[config.mk]
export PLATFORM = sky130hd
export DESIGN_NAME = vsc_syscon_irq
export DESIGN_NICKNAME = d
export VERILOG_FILES = /design/src/vsc_pkg.sv /design/src/vsc_syscon_irq.sv
export VERILOG_INCLUDE_DIRS = /design/src
export SDC_FILE = /design/constraint.sdc
export NUM_CORES = 1
export LEC_CHECK = 0
export BUFFER_PORTS_ARGS = -buffer_cell sky130_fd_sc_hd__buf_4
export CAP_MARGIN = 20
export CORE_MARGIN = 1.5
export CORE_UTILIZATION = 59
export CTS_BUF_LIST = sky130_fd_sc_hd__clkbuf_8 sky130_fd_sc_hd__clkbuf_16
export DETAILED_ROUTE_END_ITERATION = 16
export PLACE_DENSITY = 0.86
export REMOVE_ABC_BUFFERS = 1
export SETUP_SLACK_MARGIN = 0.1
export SYNTH_ARGS = -nofsm -noshare
export SYNTH_HDL_FRONTEND = slang
export SYNTH_SLANG_ARGS = --single-unit
[constraint.sdc]
create_clock -name hclk -period 2.7 [get_ports hclk]
set_clock_uncertainty 0.2 [all_clocks]
set_input_delay 0.135 -clock hclk [delete_from_list [all_inputs] [get_ports hclk]]
set_output_delay 0.135 -clock hclk [all_outputs]
set_load 0.005 [all_outputs]
[src/vsc_consts.svh]
// register offsets, status bit positions, reset values and timing figures
`ifndef VSC_CONSTS_SVH
`define VSC_CONSTS_SVH

// register byte offsets
`define VSC_OFF_CTRL   8'h00
`define VSC_OFF_STAT   8'h04
`define VSC_OFF_IEN    8'h08
`define VSC_OFF_ICLR   8'h0c
`define VSC_OFF_IMAP   8'h10
`define VSC_OFF_HEN    8'h14
`define VSC_OFF_XFER   8'h18
`define VSC_OFF_BSTAT  8'h1c
`define VSC_OFF_MBX    8'h20
`define VSC_OFF_VEC    8'h40

// status, enable, clear and map bit positions
`define VSC_NEV        17
`define VSC_ST_IRQ     0
`define VSC_ST_MBX     7
`define VSC_ST_OWNACK  11
`define VSC_ST_ACFAIL  12
`define VSC_ST_BERR    13
`define VSC_ST_SYSFAIL 14
`define VSC_ST_ARBTO   15
`define VSC_ST_ACCTO   16

// reset values
`define VSC_CTRL_RST   32'h0000_0000
`define VSC_XFER_RST   32'h0000_0001
`define VSC_IEN_RST    17'h0_0000
`define VSC_IMAP_RST   17'h0_0000
`define VSC_HEN_RST    7'h00

// timing
`define VSC_CLK_MHZ        10
`define VSC_ARB_SHORT_US   16
`define VSC_ARB_LONG_US    256
`define VSC_ACC_TO_US      64

`endif

[src/vsc_pkg.sv]
// types shared by the backplane control block
`default_nettype none
package vsc_pkg;
  typedef enum logic [1:0] {
    rotating_arbitration       = 2'h0,
    single_level_arbitration   = 2'h1,
    fixed_priority_arbitration = 2'h2
  } vsc_arb_mode_t;
  typedef enum logic [1:0] {
    release_on_other_request = 2'h0,
    release_after_transfer   = 2'h1,
    bus_capture_hold         = 2'h2
  } vsc_rel_mode_t;
  typedef enum logic [3:0] {hs_idle = 4'h1, hs_req = 4'h2, hs_iack = 4'h4, hs_done = 4'h8} vsc_hs_t;
  typedef enum logic [2:0] {as_idle = 3'h1, as_grant = 3'h2, as_busy = 3'h4} vsc_as_t;
  typedef enum logic [2:0] {rq_idle = 3'h1, rq_wait = 3'h2, rq_own = 3'h4} vsc_rq_t;
  typedef struct packed {
    logic [21:0]   pad;
    logic          hold;
    logic          req;
    vsc_rel_mode_t rel_mode;
    logic [1:0]    req_lvl;
    logic          arb_long;
    vsc_arb_mode_t arb_mode;
    logic          syscon_en;
  } vsc_ctrl_t;
  typedef struct packed {
    logic [26:0] pad;
    logic        mblt64;
    logic        blt32;
    logic [1:0]  dsize;
    logic        a32;
  } vsc_xfer_t;
endpackage
`default_nettype wire

[src/vsc_syscon_irq.sv]
// backplane system controller, requester, mailboxes and interrupt handler
//
// Summary of operation
// - transfer mode register selects A32/A24, D32/D16/D8 eo, BLT32 and MBLT64
// - system controller functions run only when the slot-one enable is set
// - arbiter grants by rotating, single level or fixed priority mode
// - as controller: drive sysclk, iack daisy chain, time out long accesses
// - grant without busy within 16 or 256 us raises arbitration timeout
// - requester drives the software-selected request level of four
// - bus release on other request, after transfer, or capture and hold
// - four 32-bit mailboxes writable and readable from both sides
// - backplane mailbox access sets a status event
// - each backplane interrupt line has its own handler enable
// - mailbox and line events map to INTA# or SERR#; the own-ack event is never raised
// - ACFAIL, BERR and SYSFAIL events map to INTA# or SERR#
// - SERR# assertion also raises the host non-maskable interrupt
// - one vector register per interrupt level
// - handler first owns the bus, then runs acknowledge at that level
// - vector stored and status bit set on the same edge, then mapped interrupt raised
// - interrupt levels seven down to one are handled
//
// The AHB-Lite register port and the register addresses were decided locally.
`include "vsc_consts.svh"
`default_nettype none
module vsc_syscon_irq #(
  parameter int SYSCLK_DIV = 1,
  parameter int ACC_TO_US  = `VSC_ACC_TO_US
) (
  // clock and reset
  input  wire logic                hclk,
  input  wire logic                hresetn,
  // register bus
  input  wire logic                hsel,
  input  wire logic [31:0]         haddr,
  input  wire logic [1:0]          htrans,
  input  wire logic                hwrite,
  input  wire logic [2:0]          hsize,
  input  wire logic [31:0]         hwdata,
  input  wire logic                hready,
  output logic                     hreadyout,
  output logic [31:0]              hrdata,
  output logic                     hresp,
  // host interrupts
  output logic                     irq,
  output logic                     inta_n,
  output logic                     serr_n,
  output logic                     nmi,
  // backplane pins in, active low unless noted
  input  wire logic [3:0]          br_in_n,
  input  wire logic [3:0]          bg_in_n,
  input  wire logic                bbsy_in_n,
  input  wire logic [7:1]          irq_in_n,
  input  wire logic                acfail_n,
  input  wire logic                berr_in_n,
  input  wire logic                sysfail_n,
  input  wire logic                iack_in_n,
  input  wire logic                ds_in_n,
  input  wire logic                dtack_in_n,
  input  wire logic [7:0]          vec_in,
  // backplane pins out, open drain enables pull low
  output logic [3:0]               br_oe,
  output logic                     bbsy_oe,
  output logic                     berr_oe,
  output logic                     iack_oe,
  output logic [2:0]               iack_lvl,
  output logic [3:0]               bg_out_n,
  output logic                     iackout_n,
  output logic                     sysclk_o,
  output logic                     sysclk_oe,
  output vsc_pkg::vsc_xfer_t       xfer_cfg,
  // backplane side mailbox port
  input  wire logic                mbx_acc,
  input  wire logic                mbx_wr,
  input  wire logic [1:0]          mbx_idx,
  input  wire logic [31:0]         mbx_wdata,
  output logic [31:0]              mbx_rdata
);
  localparam int ARB_SHORT_CYC = `VSC_ARB_SHORT_US * `VSC_CLK_MHZ;
  localparam int ARB_LONG_CYC  = `VSC_ARB_LONG_US * `VSC_CLK_MHZ;
  localparam int ACC_CYC       = ACC_TO_US * `VSC_CLK_MHZ;
  localparam int NP            = 30;

  if (SYSCLK_DIV < 1 || SYSCLK_DIV > 255 || ACC_CYC < 2 || ACC_CYC > 65535) begin : g_bad_param
    $error("vsc_syscon_irq: parameter out of range");
  end

  // pin synchronisers
  logic [NP-1:0] pin_raw;
  logic [NP-1:0] p1;
  logic [NP-1:0] p2;
  logic [NP-1:0] p3;
  logic [NP-1:0] pin_s;
  logic [3:0]    br_s;
  logic [3:0]    bg_s;
  logic          bbsy_s;
  logic [6:0]    irq_s;
  logic          acfail_s;
  logic          berr_s;
  logic          sysfail_s;
  logic          iack_s;
  logic          ds_s;
  logic          dtack_s;
  logic [7:0]    vec_s;

  assign pin_raw = {br_in_n, bg_in_n, bbsy_in_n, irq_in_n, acfail_n, berr_in_n, sysfail_n,
                    iack_in_n, ds_in_n, dtack_in_n, vec_in};

  for (genvar gi = 0; gi < NP; gi++) begin : g_sync
    always_ff @(posedge hclk or negedge hresetn) begin
      if (!hresetn) begin
        p1[gi]    <= 1'b1;
        p2[gi]    <= 1'b1;
        p3[gi]    <= 1'b1;
        pin_s[gi] <= 1'b1;
      end else begin
        p1[gi] <= pin_raw[gi];
        p2[gi] <= p1[gi];
        p3[gi] <= p2[gi];
        if (p2[gi] == p3[gi]) begin
          pin_s[gi] <= p3[gi];
        end
      end
    end
  end

  assign {br_s, bg_s, bbsy_s, irq_s, acfail_s, berr_s, sysfail_s, iack_s, ds_s, dtack_s, vec_s} = pin_s;

  // register state
  vsc_pkg::vsc_ctrl_t     ctrl;
  vsc_pkg::vsc_xfer_t     xfer;
  logic [`VSC_NEV-1:0]    status;
  logic [`VSC_NEV-1:0]    ien;
  logic [`VSC_NEV-1:0]    imap;
  logic [`VSC_NEV-1:0]    ev;
  logic [`VSC_NEV-1:0]    clr;
  logic [6:0]             hen;
  logic [31:0]            mbx [4];
  logic [7:0]             vec [7];
  logic                   ap_wr;
  logic [7:0]             ap_addr;
  logic                   wen;
  logic [31:0]            rd_data;
  vsc_pkg::vsc_hs_t       hs;
  vsc_pkg::vsc_as_t       arb;
  vsc_pkg::vsc_rq_t       rq;
  logic [2:0]             hlvl;
  logic [6:0]             pend;
  logic                   hdl_need;
  logic                   need;
  logic [1:0]             glvl;
  logic [1:0]             last_lvl;
  logic [11:0]            arb_cnt;
  logic [11:0]            arb_lim;
  logic [15:0]            acc_cnt;
  logic [7:0]             div_cnt;
  logic                   acfail_q;
  logic                   berr_q;
  logic                   sysfail_q;

  // bus slave: zero wait state, always okay
  assign hreadyout = 1'b1;
  assign hresp     = 1'b0;
  assign wen       = ap_wr;

  always_ff @(posedge hclk or negedge hresetn) begin
    if (!hresetn) begin
      ap_wr   <= 1'b0;
      ap_addr <= 8'h00;
      hrdata  <= 32'h0000_0000;
    end else begin
      ap_wr   <= hsel && htrans[1] && hready && hwrite;
      ap_addr <= haddr[7:0];
      if (hsel && htrans[1] && hready && !hwrite) begin
        hrdata <= rd_data;
      end
    end
  end

  always_comb begin
    rd_data = 32'h0000_0000;
    case (haddr[7:0])
      `VSC_OFF_CTRL:  rd_data = ctrl;
      `VSC_OFF_STAT:  rd_data = {15'h0000, status};
      `VSC_OFF_IEN:   rd_data = {15'h0000, ien};
      `VSC_OFF_IMAP:  rd_data = {15'h0000, imap};
      `VSC_OFF_HEN:   rd_data = {24'h00_0000, hen, 1'b0};
      `VSC_OFF_XFER:  rd_data = xfer;
      `VSC_OFF_BSTAT: rd_data = {19'h0_0000, hlvl, rq, arb, hs};
      default: begin
        for (int i = 0; i < 4; i++) begin
          if (haddr[7:0] == `VSC_OFF_MBX + 8'(4 * i)) begin
            rd_data = mbx[i];
          end
        end
        for (int i = 0; i < 7; i++) begin
          if (haddr[7:0] == `VSC_OFF_VEC + 8'(4 * i)) begin
            rd_data = {24'h00_0000, vec[i]};
          end
        end
      end
    endcase
  end

  // configuration registers
  always_ff @(posedge hclk or negedge hresetn) begin
    if (!hresetn) begin
      ctrl <= vsc_pkg::vsc_ctrl_t'(`VSC_CTRL_RST);
      xfer <= vsc_pkg::vsc_xfer_t'(`VSC_XFER_RST);
      ien  <= `VSC_IEN_RST;
      imap <= `VSC_IMAP_RST;
      hen  <= `VSC_HEN_RST;
    end else if (wen) begin
      case (ap_addr)
        `VSC_OFF_CTRL: ctrl <= vsc_pkg::vsc_ctrl_t'({22'h00_0000, hwdata[9:0]});
        `VSC_OFF_XFER: xfer <= vsc_pkg::vsc_xfer_t'({27'h000_0000, hwdata[4:0]});
        `VSC_OFF_IEN:  ien  <= hwdata[`VSC_NEV-1:0];
        `VSC_OFF_IMAP: imap <= hwdata[`VSC_NEV-1:0];
        `VSC_OFF_HEN:  hen  <= hwdata[7:1];
        default: ;
      endcase
    end
  end

  assign xfer_cfg = xfer;

  // sticky status: an event in the clearing cycle survives
  assign clr = (wen && ap_addr == `VSC_OFF_ICLR) ? hwdata[`VSC_NEV-1:0] : '0;

  always_ff @(posedge hclk or negedge hresetn) begin
    if (!hresetn) begin
      status <= '0;
    end else begin
      status <= (status & ~clr) | ev;
    end
  end

  always_ff @(posedge hclk or negedge hresetn) begin
    if (!hresetn) begin
      acfail_q  <= 1'b1;
      berr_q    <= 1'b1;
      sysfail_q <= 1'b1;
    end else begin
      acfail_q  <= acfail_s;
      berr_q    <= berr_s;
      sysfail_q <= sysfail_s;
    end
  end

  assign ev[`VSC_ST_OWNACK]  = iack_s == 1'b0 && ev_unused_guard();
  assign ev[`VSC_ST_ACFAIL]  = acfail_q && !acfail_s;
  assign ev[`VSC_ST_BERR]    = berr_q && !berr_s;
  assign ev[`VSC_ST_SYSFAIL] = sysfail_q && !sysfail_s;

  function automatic logic ev_unused_guard();
    return 1'b0;
  endfunction

  // host interrupt lines, mapped per bit
  always_ff @(posedge hclk or negedge hresetn) begin
    if (!hresetn) begin
      irq    <= 1'b0;
      inta_n <= 1'b1;
      serr_n <= 1'b1;
      nmi    <= 1'b0;
    end else begin
      irq    <= |(status & ien);
      inta_n <= ~|(status & ien & ~imap);
      serr_n <= ~|(status & ien & imap);
      nmi    <= |(status & ien & imap);
    end
  end

  // mailboxes: backplane write wins a same-cycle collision
  for (genvar gm = 0; gm < 4; gm++) begin : g_mbx
    always_ff @(posedge hclk or negedge hresetn) begin
      if (!hresetn) begin
        mbx[gm] <= 32'h0000_0000;
      end else if (mbx_acc && mbx_wr && mbx_idx == 2'(gm)) begin
        mbx[gm] <= mbx_wdata;
      end else if (wen && ap_addr == `VSC_OFF_MBX + 8'(4 * gm)) begin
        mbx[gm] <= hwdata;
      end
    end
    assign ev[`VSC_ST_MBX + gm] = mbx_acc && mbx_idx == 2'(gm);
  end

  always_ff @(posedge hclk or negedge hresetn) begin
    if (!hresetn) begin
      mbx_rdata <= 32'h0000_0000;
    end else if (mbx_acc && !mbx_wr) begin
      mbx_rdata <= mbx[mbx_idx];
    end
  end

  // interrupt handler
  function automatic logic [2:0] pick_irq(input logic [6:0] p);
    logic [2:0] r;
    r = 3'h0;
    for (int i = 0; i < 7; i++) begin
      if (p[i]) begin
        r = 3'(i + 1);
      end
    end
    return r;
  endfunction

  assign pend     = ~irq_s & hen & ~status[`VSC_ST_IRQ +: 7];
  assign hdl_need = hs != vsc_pkg::hs_idle;
  assign iack_oe  = hs == vsc_pkg::hs_iack;
  assign iack_lvl = hlvl;

  always_ff @(posedge hclk or negedge hresetn) begin
    if (!hresetn) begin
      hs   <= vsc_pkg::hs_idle;
      hlvl <= 3'h0;
    end else begin
      case (hs)
        vsc_pkg::hs_idle: begin
          if (|pend) begin
            hlvl <= pick_irq(pend);
            hs   <= vsc_pkg::hs_req;
          end
        end
        vsc_pkg::hs_req: begin
          if (!pend[hlvl - 3'h1]) begin
            hs <= vsc_pkg::hs_idle;
          end else if (rq == vsc_pkg::rq_own) begin
            hs <= vsc_pkg::hs_iack;
          end
        end
        vsc_pkg::hs_iack: begin
          if (!dtack_s || !berr_s) begin
            hs <= vsc_pkg::hs_done;
          end
        end
        vsc_pkg::hs_done: begin
          if (dtack_s && berr_s) begin
            hs <= vsc_pkg::hs_idle;
          end
        end
        default: hs <= vsc_pkg::hs_idle;
      endcase
    end
  end

  for (genvar gv = 0; gv < 7; gv++) begin : g_vec
    always_ff @(posedge hclk or negedge hresetn) begin
      if (!hresetn) begin
        vec[gv] <= 8'h00;
      end else if (ev[`VSC_ST_IRQ + gv]) begin
        vec[gv] <= vec_s;
      end
    end
    assign ev[`VSC_ST_IRQ + gv] = hs == vsc_pkg::hs_iack && !dtack_s && hlvl == 3'(gv + 1);
  end

  // requester
  assign need = ctrl.req || hdl_need;

  always_ff @(posedge hclk or negedge hresetn) begin
    if (!hresetn) begin
      rq <= vsc_pkg::rq_idle;
    end else begin
      case (rq)
        vsc_pkg::rq_idle: begin
          if (need) begin
            rq <= vsc_pkg::rq_wait;
          end
        end
        vsc_pkg::rq_wait: begin
          if (!bg_s[ctrl.req_lvl] && bbsy_s) begin
            rq <= vsc_pkg::rq_own;
          end
        end
        vsc_pkg::rq_own: begin
          case (ctrl.rel_mode)
            vsc_pkg::release_on_other_request: if (!need && !(&br_s)) rq <= vsc_pkg::rq_idle;
            vsc_pkg::release_after_transfer:   if (!need) rq <= vsc_pkg::rq_idle;
            default:                           if (!need && !ctrl.hold) rq <= vsc_pkg::rq_idle;
          endcase
        end
        default: rq <= vsc_pkg::rq_idle;
      endcase
    end
  end

  assign br_oe   = (rq == vsc_pkg::rq_wait) ? 4'h1 << ctrl.req_lvl : 4'h0;
  assign bbsy_oe = rq == vsc_pkg::rq_own;

  // arbiter, active only as system controller
  function automatic logic [1:0] pick_br(input logic [3:0] r, input logic [1:0] top);
    logic [1:0] idx;
    logic [1:0] res;
    res = top;
    for (int k = 0; k < 4; k++) begin
      idx = 2'(top + 2'(k) + 2'h1);
      if (r[idx]) begin
        res = idx;
      end
    end
    return res;
  endfunction

  assign arb_lim = ctrl.arb_long ? 12'(ARB_LONG_CYC) : 12'(ARB_SHORT_CYC);

  always_ff @(posedge hclk or negedge hresetn) begin
    if (!hresetn) begin
      arb      <= vsc_pkg::as_idle;
      glvl     <= 2'h0;
      last_lvl <= 2'h0;
      arb_cnt  <= 12'h000;
    end else if (!ctrl.syscon_en) begin
      arb     <= vsc_pkg::as_idle;
      arb_cnt <= 12'h000;
    end else begin
      case (arb)
        vsc_pkg::as_idle: begin
          arb_cnt <= 12'h000;
          if (bbsy_s && ctrl.arb_mode == vsc_pkg::single_level_arbitration) begin
            if (!br_s[3]) begin
              glvl <= 2'h3;
              arb  <= vsc_pkg::as_grant;
            end
          end else if (bbsy_s && !(&br_s)) begin
            glvl <= (ctrl.arb_mode == vsc_pkg::rotating_arbitration) ?
                    pick_br(~br_s, 2'(last_lvl - 2'h1)) : pick_br(~br_s, 2'h3);
            arb  <= vsc_pkg::as_grant;
          end
        end
        vsc_pkg::as_grant: begin
          arb_cnt <= arb_cnt + 12'h001;
          if (!bbsy_s) begin
            last_lvl <= glvl;
            arb      <= vsc_pkg::as_busy;
          end else if (arb_cnt == arb_lim - 12'h001) begin
            arb <= vsc_pkg::as_idle;
          end
        end
        vsc_pkg::as_busy: begin
          if (bbsy_s) begin
            arb <= vsc_pkg::as_idle;
          end
        end
        default: arb <= vsc_pkg::as_idle;
      endcase
    end
  end

  assign ev[`VSC_ST_ARBTO] = arb == vsc_pkg::as_grant && bbsy_s && arb_cnt == arb_lim - 12'h001;
  assign bg_out_n          = (arb == vsc_pkg::as_grant) ? ~(4'h1 << glvl) : 4'hf;

  // access timeout, sysclk and iack daisy chain
  always_ff @(posedge hclk or negedge hresetn) begin
    if (!hresetn) begin
      acc_cnt <= 16'h0000;
      berr_oe <= 1'b0;
    end else if (!ctrl.syscon_en || ds_s) begin
      acc_cnt <= 16'h0000;
      berr_oe <= 1'b0;
    end else if (acc_cnt == 16'(ACC_CYC - 1)) begin
      berr_oe <= 1'b1;
    end else begin
      acc_cnt <= acc_cnt + 16'h0001;
    end
  end

  assign ev[`VSC_ST_ACCTO] = ctrl.syscon_en && !ds_s && !berr_oe && acc_cnt == 16'(ACC_CYC - 1);

  always_ff @(posedge hclk or negedge hresetn) begin
    if (!hresetn) begin
      div_cnt   <= 8'h00;
      sysclk_o  <= 1'b0;
      sysclk_oe <= 1'b0;
      iackout_n <= 1'b1;
    end else begin
      sysclk_oe <= ctrl.syscon_en;
      iackout_n <= ctrl.syscon_en ? iack_s : 1'b1;
      if (div_cnt == 8'(SYSCLK_DIV - 1)) begin
        div_cnt  <= 8'h00;
        sysclk_o <= ctrl.syscon_en && !sysclk_o;
      end else begin
        div_cnt <= div_cnt + 8'h01;
      end
    end
  end
endmodule
`default_nettype wire

==> metrics.txt <==
DR WL/cell=23.8 um; HP Class=input pin to asynchronous set/reset pin; Worst Path Required=2.37 ns; Synth Register Bits=514; Syn Inst Count=2059; Port Buffers=201; Net Switching=5.24 mW; diode count=0; top_reg_cell synth=dfrtp_1; Max-slew headroom=43.0%; initial antenna violation count=0; number of H-tree levels=2; P_leak=13.5 nW; clk root buf=clkbuf_16; setup violators final=0; Die Ht=204 um; Final ANT Viol Nets=0; Synth Cell Area=23900 um^2; total grt overflow=0; first-pass GRT wire length=112000 um; GRT Util Overall=34.8%; Yosys top cell by area=dfrtp_1; Bufs on Longest Clock Path=3; synth warn=0; clock share of power=38.3%; gpl congestion=0.969; FMAX=398 MHz; critical-path maximum fanout=8; Area contributors post-synth=dfrtp_1, dfstp_2, mux2_2, mux2i_1, mux4_2; Avg Cell Area, Syn=11.6 um^2; vias per cell=6.38; Vias=19113; final hold viol count=0; R2R depth=7; async set-or-reset flop fraction in the synthesized netlist=100%; number of global-route vias before repair=19879; Die ar.=41800 um^2; Logic pwr share=14.3%; Final nets=2575; largest net degree at the start of global routing=87; WL met2=34100 um; PwrDens=669 nW/um^2; IO Pins=259; Period minus WS final=2.51 ns; Worst setup EP type=primary output; Sw Share=26.4%; DRC viols=0; internal power=14.6 mW; Placement Rows=73; CTS tree=done; Worst VDD drop=0.526 mV; worst-skew pair later-pin latency=0.61 ns; met3 WL post-DR=6830 um; Initial Util=60.0%; Final Max Slew Viols=0; commonest non-fill, non-tap cell in the layout=dfrtp_1; die width=204 um; WS Path Type=flip-flop to primary output; CTS clock-pin slew for the worst setup and hold paths=0.06 ns; Worst Path Arrival=2.18 ns; final worst-path cycle share=93.0%; CP startpoint kind=flip-flop; placed cell count=2729; max cap viols=0; highest layer used for signal routing=met4; Design Power=19.9 mW; dpl hpwl=45600 um; total CTS buffers=53; Yosys cell types=81; clk sinks=514; pin slew with the least headroom to its limit=0.834 ns; share of the synthesized area in the top cell type=40.2%; P&R area growth vs syn=24.1%; Metal-1 WL=26900 um; Post-synth EDFFs=0; commonest non-fill, non-tap cells in the layout=dfrtp_1, buf_4, nand2_1; register area share after synthesis=54.4%; RSZ-0062 raised after global routing=yes; core area=39900 um^2; Reg power frac=47.3%; Post-Layout Cell Count=2995; final WL=71300 um; status=complete, no violations; DR pass1 iterations=6; initial DRC count=2220; share of layout cells above drive strength 1=29.5%
==> area by class of cell <==
cell class	count	area (um^2)
sequential	514	13000
multi-input combinational	1397	10300
fill	2521	10200
timing repair buffer	439	3870
clock buffer	64	1500
tap	525	657
clock inverter	35	320
inverter	21	78.8
==> through the flow <==
stage	util, %	setup WS, ns	cell area (um^2)	hold WS [ns]	TNS (ns)
2_1_floorplan	-	-3.01	23300	-0.361	-164.58
3_3_place_gp	65.6	0.225	26200	-0.0732	0
3_5_place_dp	65.6	0.189	26200	-0.0694	0
4_1_cts	74.3	0.176	29700	0.00624	0
5_1_grt	74.4	0.0925	29700	0.0146	0
6_report	74.4	0.190	29700	0.0309	0
==> sequential cells by signal (all words and copies together), names as in the netlist, 17 cells and up <==
name	cells
vec	56
p1	30
hrdata	32
mbx	128
status	17
ien	17
mbx_rdata	32
p2	30
p3	30
imap	17
==> cell usage after synthesis (all sizes together), types with 12 or more instances <==
cell type	number
nand2b	18
a221oi	29
dfrtp	384
nand3	47
a22oi	14
inv	20
and2	12
xnor2	12
nor2	157
nor4	13
nor2b	17
a31oi	15
a22o	16
mux2i	167
clkbuf	79
o21ai	128
o2bb2ai	16
nor3	24
mux4	36
a21oi	92
dfstp	130
o22ai	19
nand4	21
maj3	30
buf	75
nand2	169
mux2	161
and3	20
==> worst max-delay path, stage by stage (launching register included) <==
cell	delay [ns]
dfrtp_1	0.52
nor3b_2	0.26
buf_4	0.19
or3b_2	0.46
buf_4	0.15
==> per-layer routing <==
metal | global-route usage, % | vias up
li1 | - | 8179
met1 | 44.9 | 9565
met2 | 56.5 | 1108
met3 | 6.97 | 261
met4 | 16.6 | 0
met5 | 0 | -
==> path summary, 6_finish.rpt <==
kind / start / endpoint / slack [ns]
min reg2reg: p1[7] / p2[7] / 0.15
max reg2reg: ap_addr[5] / status[10] / 0.22
min in group hclk: vec_in[7] / p1[7] / 0.03
min: hresetn / sysfail_s / 0.03
max: arb[1] / bg_out_n[0] / 0.19
max in group asynchronous: hresetn / p1[1] / 1.77
==> what timing repair did <==
item,4_1_cts,5_1_grt
resized for setup,0,4
hold buffers,163,0
setup endpoints to repair,0,11
setup buffers,0,4
endpoints found under the hold margin,650,0
==> power by group through the flow <==
| stage | clock [mW] | combinational (mW) | sequential (mW) |
|---|---|---|---|
| floorplan | 0 | 1.35 | 9.26 |
| global placement | 0 | 2.46 | 9.40 |
| detailed placement | 0 | 2.56 | 9.48 |
| CTS | 7.68 | 2.80 | 9.36 |
| global route | 8.02 | 3.10 | 9.50 |
| finish | 7.61 | 2.85 | 9.40 |
==> kinds of logic (layout without fill, tap and decap cells) <==
logic type	count (synthesis)	after routing	share of synthesized area, %
other	2	29	0.0314
muxes	364	364	17.9
DFF	514	514	54.4
adders and majority gates	39	39	1.73
and+or+nand+nor	541	541	10.9
xor gates and xnor gates	19	19	0.695
AOI/OAI and AO/OA	405	405	10.9
buffers and inverters	175	559	3.43
Note: power is estimated with default switching activity, not from simulation.
